`config.mk`:
```
export PLATFORM = sky130hd
export DESIGN_NAME = rsc_switchover
export DESIGN_NICKNAME = d
export VERILOG_FILES = /design/src/hw/rsc_pkg.sv /design/src/hw/rsc_divider_select.sv /design/src/hw/rsc_ref_monitor.sv /design/src/hw/rsc_switchover.sv
export SDC_FILE = /design/constraint.sdc
export NUM_CORES = 1
export LEC_CHECK = 0
export ABC_CLOCK_PERIOD_IN_PS = 2000
export BUFFER_PORTS_ARGS = -buffer_cell sky130_fd_sc_hd__buf_2
export CAP_MARGIN = 10
export CORE_UTILIZATION = 35
export CTS_CLUSTER_SIZE = 8
export DETAILED_ROUTE_END_ITERATION = 8
export GPL_ROUTABILITY_DRIVEN = 0
export SLEW_MARGIN = 20
export SYNTH_ARGS = -nofsm -noshare
export SYNTH_HDL_FRONTEND = slang
export SYNTH_SLANG_ARGS = --single-unit
```
`constraint.sdc`:
```
create_clock -name clk -period 2 [get_ports clk]
set_input_delay 0.4 -clock clk [delete_from_list [all_inputs] [get_ports clk]]
set_output_delay 0.4 -clock clk [all_outputs]
set_load 0.05 [all_outputs]
```
`src/hw/rsc_pkg.sv`:
```
// constants and types for the reference switchover control
package rsc_pkg;
  localparam int unsigned SEL_W         = 4;
  localparam int unsigned DIV_W         = 16;
  localparam int unsigned CLK_MHZ       = 100;
  localparam int unsigned LOSS_TIME_NS  = 1000;
  localparam int unsigned LOSS_CYC      = (LOSS_TIME_NS * CLK_MHZ) / 1000;
  localparam int unsigned ALIGN_TIME_NS = 200;
  localparam int unsigned ALIGN_CYC     = (ALIGN_TIME_NS * CLK_MHZ) / 1000;
  localparam logic [SEL_W-1:0] IN_SEL_RESERVED = 4'hF;
  localparam logic [DIV_W-1:0] DIV_RST  = 16'h0001;

  typedef enum logic [3:0] {
    RSC_ST_IDLE     = 4'h1,
    RSC_ST_ACTIVE0  = 4'h2,
    RSC_ST_ACTIVE1  = 4'h4,
    RSC_ST_HOLDOVER = 4'h8
  } rsc_state_t;

  // preset divider tables: input code sets the input divider, output code the output divider
  function automatic logic [DIV_W-1:0] rsc_in_div(input logic [SEL_W-1:0] code);
    rsc_in_div = DIV_W'({12'h000, code} + 16'h0001);
  endfunction

  function automatic logic [DIV_W-1:0] rsc_out_div(input logic [SEL_W-1:0] code);
    rsc_out_div = DIV_W'({12'h000, code} * 16'h0002 + 16'h0002);
  endfunction
endpackage

```
`src/hw/rsc_divider_select.sv`:
```
// preset divider lookup from strap pins with per-divider override inputs
`timescale 1ns/1ns
`default_nettype none
module rsc_divider_select
  import rsc_pkg::*;
(
  input  wire logic             clk,
  input  wire logic             rst_b,
  input  wire logic [SEL_W-1:0] sel_a,
  input  wire logic [SEL_W-1:0] sel_b,
  input  wire logic [SEL_W-1:0] sel_y,
  input  wire logic             ovr_a_en,
  input  wire logic [DIV_W-1:0] ovr_a_val,
  input  wire logic             ovr_b_en,
  input  wire logic [DIV_W-1:0] ovr_b_val,
  input  wire logic             ovr_y_en,
  input  wire logic [DIV_W-1:0] ovr_y_val,
  output logic [DIV_W-1:0]      div_a,
  output logic [DIV_W-1:0]      div_b,
  output logic [DIV_W-1:0]      div_y,
  output logic                  sel_valid
);
  always_ff @(posedge clk) begin
    if (!rst_b) begin
      div_a     <= DIV_RST;
      div_b     <= DIV_RST;
      div_y     <= DIV_RST;
      sel_valid <= 1'b0;
    end else begin
      div_a     <= ovr_a_en ? ovr_a_val : rsc_in_div(sel_a);
      div_b     <= ovr_b_en ? ovr_b_val : rsc_in_div(sel_b);
      div_y     <= ovr_y_en ? ovr_y_val : rsc_out_div(sel_y);
      // 15 input codes usable, all 16 output codes usable
      sel_valid <= (ovr_a_en || sel_a != IN_SEL_RESERVED) &&
                   (ovr_b_en || sel_b != IN_SEL_RESERVED);
    end
  end
endmodule
`default_nettype wire

```
`src/hw/rsc_ref_monitor.sv`:
```
// activity monitor for one reference input, run on the oscillator clock
`timescale 1ns/1ns
`default_nettype none
module rsc_ref_monitor
  import rsc_pkg::*;
#(
  parameter int unsigned LOSS_CYCLES = LOSS_CYC
) (
  input  wire logic clk,
  input  wire logic rst_b,
  input  wire logic ref_in,
  output logic      present,
  output logic      edge_seen
);
  logic sync1_reg;
  logic sync2_reg;
  logic prev_reg;
  logic [15:0] idle_cnt_reg;

  always_ff @(posedge clk) begin
    if (!rst_b) begin
      sync1_reg <= 1'b0;
      sync2_reg <= 1'b0;
      prev_reg  <= 1'b0;
    end else begin
      sync1_reg <= ref_in;
      sync2_reg <= sync1_reg;
      prev_reg  <= sync2_reg;
    end
  end

  assign edge_seen = sync2_reg & ~prev_reg;

  // presence is decided from edges alone, no software involved
  always_ff @(posedge clk) begin
    if (!rst_b) begin
      idle_cnt_reg <= 16'h0000;
      present      <= 1'b0;
    end else if (edge_seen) begin
      idle_cnt_reg <= 16'h0000;
      present      <= 1'b1;
    end else if (idle_cnt_reg >= 16'(LOSS_CYCLES - 1)) begin
      present <= 1'b0;
    end else begin
      idle_cnt_reg <= idle_cnt_reg + 16'h0001;
    end
  end
endmodule
`default_nettype wire

```
`src/hw/rsc_switchover.sv`:
```
// top: reference monitoring, active/backup selection, alignment and holdover
`timescale 1ns/1ns
`default_nettype none
module rsc_switchover
  import rsc_pkg::*;
#(
  parameter int unsigned LOSS_CYCLES  = LOSS_CYC,
  parameter int unsigned ALIGN_CYCLES = ALIGN_CYC
) (
  input  wire logic             clk,
  input  wire logic             rst_b,
  input  wire logic             ref0_in,
  input  wire logic             ref1_in,
  input  wire logic [SEL_W-1:0] sel_a,
  input  wire logic [SEL_W-1:0] sel_b,
  input  wire logic [SEL_W-1:0] sel_y,
  input  wire logic             ovr_a_en,
  input  wire logic [DIV_W-1:0] ovr_a_val,
  input  wire logic             ovr_b_en,
  input  wire logic [DIV_W-1:0] ovr_b_val,
  input  wire logic             ovr_y_en,
  input  wire logic [DIV_W-1:0] ovr_y_val,
  output logic                  ref0_present,
  output logic                  ref1_present,
  output logic                  active_sel,
  output logic                  active_valid,
  output logic                  backup_valid,
  output logic                  backup_aligned,
  output logic                  holdover,
  output logic                  switch_pulse,
  output logic [DIV_W-1:0]      div_a,
  output logic [DIV_W-1:0]      div_b,
  output logic [DIV_W-1:0]      div_y,
  output logic                  sel_valid
);
  rsc_state_t state_reg;
  rsc_state_t state_next;
  logic       pres0;
  logic       pres1;
  logic       edge0;
  logic       edge1;
  logic       edge_act;
  logic       edge_bak;
  logic       bak_pres;
  logic [15:0] phase_cnt_reg;
  logic       align_reg;
  logic       bak_pres_reg;

  // decode helpers shared by the active_valid and switch pulse logic
  function automatic logic rsc_is_active(input rsc_state_t st);
    rsc_is_active = (st == RSC_ST_ACTIVE0) || (st == RSC_ST_ACTIVE1);
  endfunction

  function automatic logic rsc_is_swap(input rsc_state_t cur, input rsc_state_t nxt);
    rsc_is_swap = rsc_is_active(cur) && rsc_is_active(nxt) && (cur != nxt);
  endfunction

  // all monitoring clocked by the oscillator clock clk
  rsc_ref_monitor #(.LOSS_CYCLES(LOSS_CYCLES)) u_mon0 (
    .clk       (clk),
    .rst_b     (rst_b),
    .ref_in    (ref0_in),
    .present   (pres0),
    .edge_seen (edge0)
  );

  rsc_ref_monitor #(.LOSS_CYCLES(LOSS_CYCLES)) u_mon1 (
    .clk       (clk),
    .rst_b     (rst_b),
    .ref_in    (ref1_in),
    .present   (pres1),
    .edge_seen (edge1)
  );

  rsc_divider_select u_div (
    .clk       (clk),
    .rst_b     (rst_b),
    .sel_a     (sel_a),
    .sel_b     (sel_b),
    .sel_y     (sel_y),
    .ovr_a_en  (ovr_a_en),
    .ovr_a_val (ovr_a_val),
    .ovr_b_en  (ovr_b_en),
    .ovr_b_val (ovr_b_val),
    .ovr_y_en  (ovr_y_en),
    .ovr_y_val (ovr_y_val),
    .div_a     (div_a),
    .div_b     (div_b),
    .div_y     (div_y),
    .sel_valid (sel_valid)
  );

  always_comb begin
    state_next = state_reg;
    case (state_reg)
      RSC_ST_IDLE, RSC_ST_HOLDOVER: begin
        // ref0 wins a tie; from holdover whichever returns first
        if (pres0) begin
          state_next = RSC_ST_ACTIVE0;
        end else if (pres1) begin
          state_next = RSC_ST_ACTIVE1;
        end else if (state_reg == RSC_ST_IDLE) begin
          state_next = RSC_ST_IDLE;
        end
      end
      RSC_ST_ACTIVE0: begin
        if (!pres0) begin
          state_next = pres1 ? RSC_ST_ACTIVE1 : RSC_ST_HOLDOVER;
        end
      end
      RSC_ST_ACTIVE1: begin
        if (!pres1) begin
          state_next = pres0 ? RSC_ST_ACTIVE0 : RSC_ST_HOLDOVER;
        end
      end
      default: state_next = RSC_ST_IDLE;
    endcase
  end

  always_ff @(posedge clk) begin
    if (!rst_b) begin
      state_reg <= RSC_ST_IDLE;
    end else begin
      state_reg <= state_next;
    end
  end

  assign edge_act = (state_reg == RSC_ST_ACTIVE1) ? edge1 : edge0;
  assign edge_bak = (state_reg == RSC_ST_ACTIVE1) ? edge0 : edge1;
  assign bak_pres = (state_reg == RSC_ST_ACTIVE0) ? pres1 :
                    (state_reg == RSC_ST_ACTIVE1) ? pres0 : 1'b0;

  // alignment: backup edges must fall within the window after an active edge;
  // cycles since the last active edge, parked at all ones so it never wraps
  always_ff @(posedge clk) begin
    if (!rst_b) begin
      phase_cnt_reg <= 16'hFFFF;
    end else if (edge_act) begin
      phase_cnt_reg <= 16'h0000;
    end else if (phase_cnt_reg != 16'hFFFF) begin
      phase_cnt_reg <= phase_cnt_reg + 16'h0001;
    end
  end

  always_ff @(posedge clk) begin
    if (!rst_b) begin
      bak_pres_reg <= 1'b0;
    end else begin
      bak_pres_reg <= bak_pres;
    end
  end

  // a returning backup starts unaligned and must requalify
  always_ff @(posedge clk) begin
    if (!rst_b) begin
      align_reg <= 1'b0;
    end else if (!bak_pres || !bak_pres_reg || state_reg != state_next) begin
      align_reg <= 1'b0;
    end else if (edge_bak) begin
      align_reg <= edge_act || (phase_cnt_reg < 16'(ALIGN_CYCLES));
    end
  end

  always_ff @(posedge clk) begin
    if (!rst_b) begin
      ref0_present <= 1'b0;
      ref1_present <= 1'b0;
    end else begin
      ref0_present <= pres0;
      ref1_present <= pres1;
    end
  end

  // selection follows this cycle's decision so it lines up with presence
  always_ff @(posedge clk) begin
    if (!rst_b) begin
      active_sel   <= 1'b0;
      active_valid <= 1'b0;
    end else begin
      active_sel   <= (state_next == RSC_ST_ACTIVE1);
      active_valid <= rsc_is_active(state_next);
    end
  end

  always_ff @(posedge clk) begin
    if (!rst_b) begin
      backup_valid   <= 1'b0;
      backup_aligned <= 1'b0;
    end else begin
      backup_valid   <= bak_pres && (state_reg == state_next);
      backup_aligned <= align_reg;
    end
  end

  // output PLL keeps running from the oscillator while this is high
  always_ff @(posedge clk) begin
    if (!rst_b) begin
      holdover <= 1'b0;
    end else begin
      holdover <= (state_next == RSC_ST_HOLDOVER);
    end
  end

  always_ff @(posedge clk) begin
    if (!rst_b) begin
      switch_pulse <= 1'b0;
    end else begin
      switch_pulse <= rsc_is_swap(state_reg, state_next);
    end
  end
endmodule
`default_nettype wire

```
==> results.sh <==
export IMPL_status="finished, violations left"
export IMPL_violations="setup timing"
export IMPL_drc=0
export IMPL_synth_avg_cell_area_um2=9.628
export IMPL_ys_ff_latch=119
export IMPL_path_class="register to register"
export IMPL_firstDrtPassIters=4
export IMPL_stdcell_count=783
export IMPL_setup_viol=1
export IMPL_core_rowCount=40
export IMPL_combPwrFrac_pct=14.1
export IMPL_period_needed_ps=2000
export IMPL_grt_max_degree=46
export IMPL_port_buffers=123
export IMPL_yosysSeqAreaShare_pct=53.21
export IMPL_design_area_mm2=0.006045
export IMPL_dp_cells=746
export IMPL_clk_pin_slew_worst_paths_ps=60
export IMPL_via_count=3933
export IMPL_p_sw_mw=1.816
export IMPL_cts_path_max_buffers=2
export IMPL_pwr_share_clk_pct=46.9
export IMPL_numCtsBuffers=17
export IMPL_synthFlopType="dfxtp_1"
export IMPL_grt_overflow=0
export IMPL_pin_count=124
export IMPL_cp_data_arrival_time_ps=2340
export IMPL_seqPwrFrac_pct=39.1
export IMPL_drtIter0Drc=160
export IMPL_hold_viol=0
export IMPL_async_flop_share_pct=0
export IMPL_p_total_mw=6.795
export IMPL_routed_via_density=5.023
export IMPL_syn_inst=465
export IMPL_netlist_area_mm2=0.004477
export IMPL_initial_core_util_pct=36.51
export IMPL_power_density_mw_per_mm2=1124
export IMPL_ctsHoldBuffers=0
export IMPL_finalHoldWorstSlack_ps=196.2
export IMPL_tightest_slew_ps=471.6
export IMPL_hold_class="primary input to register"
export IMPL_finalWorstSetupSlack_ps=-0.4250
export IMPL_synth_edff_count=0
export IMPL_fin_skew_ps=5.930
export IMPL_grt_usage_pct=16.58
export IMPL_h_tree_depth=4
export IMPL_period_share_pct=100.0
export IMPL_antenna_found_initial=0
export IMPL_syn_num_nets=538
export IMPL_die_area_mm2=0.01325
export IMPL_rsz0062_at_grt="true"
export IMPL_dpl_hpwl_mm=7.255
export IMPL_syn2layout_area_growth_pct=35.02
export IMPL_p_int_mw=4.979
export IMPL_die_y_um=115.1
export IMPL_slew_headroom_pct=68.42
export IMPL_die_w_um=115.1
export IMPL_cts_sinks=119
export IMPL_cts_tree="yes"
export IMPL_p_sw_share_pct=26.73
export IMPL_grt_pass1_vias=3739
export IMPL_insertion_delay_ps=410
export IMPL_slew_violations=0
export IMPL_yosysWarnings=0
export IMPL_ir_drop_mv=0.4918
export IMPL_cp_required_ps=2340
export IMPL_grt_pass1_wl_mm=17.06
export IMPL_ant_nets=0
export IMPL_startpoint_type="register"
export IMPL_fin_util_pct=49.30
export IMPL_leakagePower_nw=2.829
export IMPL_final_nets=675
export IMPL_yosysUniqueCellTypes=45
export IMPL_dpl_cell_area_mm2=0.005335
export IMPL_drive_above_1_share_pct=31.87
export IMPL_coreArea_mm2=0.01226
export IMPL_worstPathMaxFanout=6
export IMPL_wl_per_cell_um=13.26
export IMPL_cts_root_buf="clkbuf_16"
export IMPL_end_kind="register"
export IMPL_antennaDiodeCount=0
export IMPL_timing_fmax_mhz=499.9
export IMPL_max_cap_viol_count=0
export IMPL_wirelength_mm=10.38
## cells in the mapped netlist (2+ instances only)
master,number,area share (%)
nor4bb_1,2,0.45
nor4_1,8,1.1
and4_1,3,0.59
nor2b_1,2,0.28
or3_1,7,0.98
dfxtp_1,119,53
nand4b_1,2,0.39
ha_1,6,1.7
or4_1,15,2.5
and3_1,56,7.8
mux2i_1,12,2.7
o211ai_1,14,2.3
or2_2,2,0.28
a21oi_1,22,2.5
buf_1,2,0.17
o31ai_1,6,1.0
o21ai_0,23,2.6
xnor2_1,7,1.4
a31oi_1,2,0.28
nand3_1,27,3.0
inv_1,6,0.50
nand2_1,20,1.7
xor2_1,3,0.59
nor3_1,7,0.78
clkbuf_1,25,2.1
and2_1,15,2.1
nor2_1,25,2.1
nand4_1,8,1.1
nand2b_1,3,0.42
## critical path, stage by stage (launching register included)
cell	delay [ps]
dfxtp_2	330
ha_4	160
or4_4	420
a311o_2	420
buf_4	150
or3_4	320
a21oi_2	110
## logic make-up after synthesis
kind of cell | synth area share, %
AOI/OAI and AO/OA | 10.73
xor gates and xnor gates | 1.957
buffers and inverters | 2.962
DFF | 53.21
and+or+nand+nor | 26.77
muxes | 2.683
adders and majority gates | 1.677
## power groups by stage
stage / clock (mW) / combinational (mW) / sequential [mW]
floorplan: 0 / 0.503 / 2.85
global placement: 0 / 0.926 / 2.69
detailed placement: 0 / 0.949 / 2.70
CTS: 3.25 / 0.956 / 2.65
global route: 3.37 / 1.06 / 2.68
finish: 3.18 / 0.956 / 2.65
## path summary, 6_finish.rpt
check                         start                      to  slack (ps)  depth (start not counted)
min                    ovr_y_val[0]          u_div.div_y[0]         200                          3
max          u_mon1.idle_cnt_reg[1]  u_mon1.idle_cnt_reg[0]        -0.4                          6
min reg2reg        u_mon1.sync1_reg        u_mon1.sync2_reg         440                          1
max reg2reg  u_mon1.idle_cnt_reg[1]  u_mon1.idle_cnt_reg[0]        -0.4                          6
## routing by layer
layer | routed length (um) | GRT usage (%)
met4 | 248 | 9.177
met1 | 4594 | 18.56
met2 | 5141 | 28.76
met3 | 396 | 4.270
met5 | 0 | 0
## final cells by class
cell class,instances,area [um^2]
fillers,1133,6217
flip-flops and latches,119,2385
repair buffers,146,788.3
clock inverters,15,202.7
clock buffers,17,425.4
inverters,7,26.28
well taps,168,210.2
multi-input cells,311,2007
## repair_timing
action	in CTS	in global routing
endpoints found under the setup margin	4	7
gates resized for setup	3	8
buffers inserted	2	3
pin swaps	6	4
## through the flow
step | TNS (ps) | setup WS [ps]
after global routing | -72.45 | -48.17
after CTS | -62.26 | -53.63
after floorplan | -31.50 | -10.72
after global placement | -72.74 | -30.73
final | -0.4250 | -0.4250
after detailed placement | -265.3 | -96.25
## placed cells by master, fill, tap and decap left out, types with 3 or more instances in the layout
cell,Yosys,final
a21oi_1,22,21
and2_1,15,15
and3_1,56,56
and4_1,3,3
buf_2,1,123
buf_4,0,23
bufinv_16,0,4
clkbuf_16,0,17
clkinv_2,0,3
clkinv_4,0,5
dfxtp_1,119,117
ha_1,6,5
inv_1,6,6
mux2i_1,12,12
nand2_1,20,20
nand2b_1,3,3
nand3_1,27,27
nand4_1,8,8
nor2_1,25,25
nor3_1,7,6
nor4_1,8,7
o211ai_1,14,14
o21ai_0,23,21
o31ai_1,6,5
or3_1,7,6
or4_1,15,14
xnor2_1,7,7
xor2_1,3,3
Power figures use the tool's default switching activity.
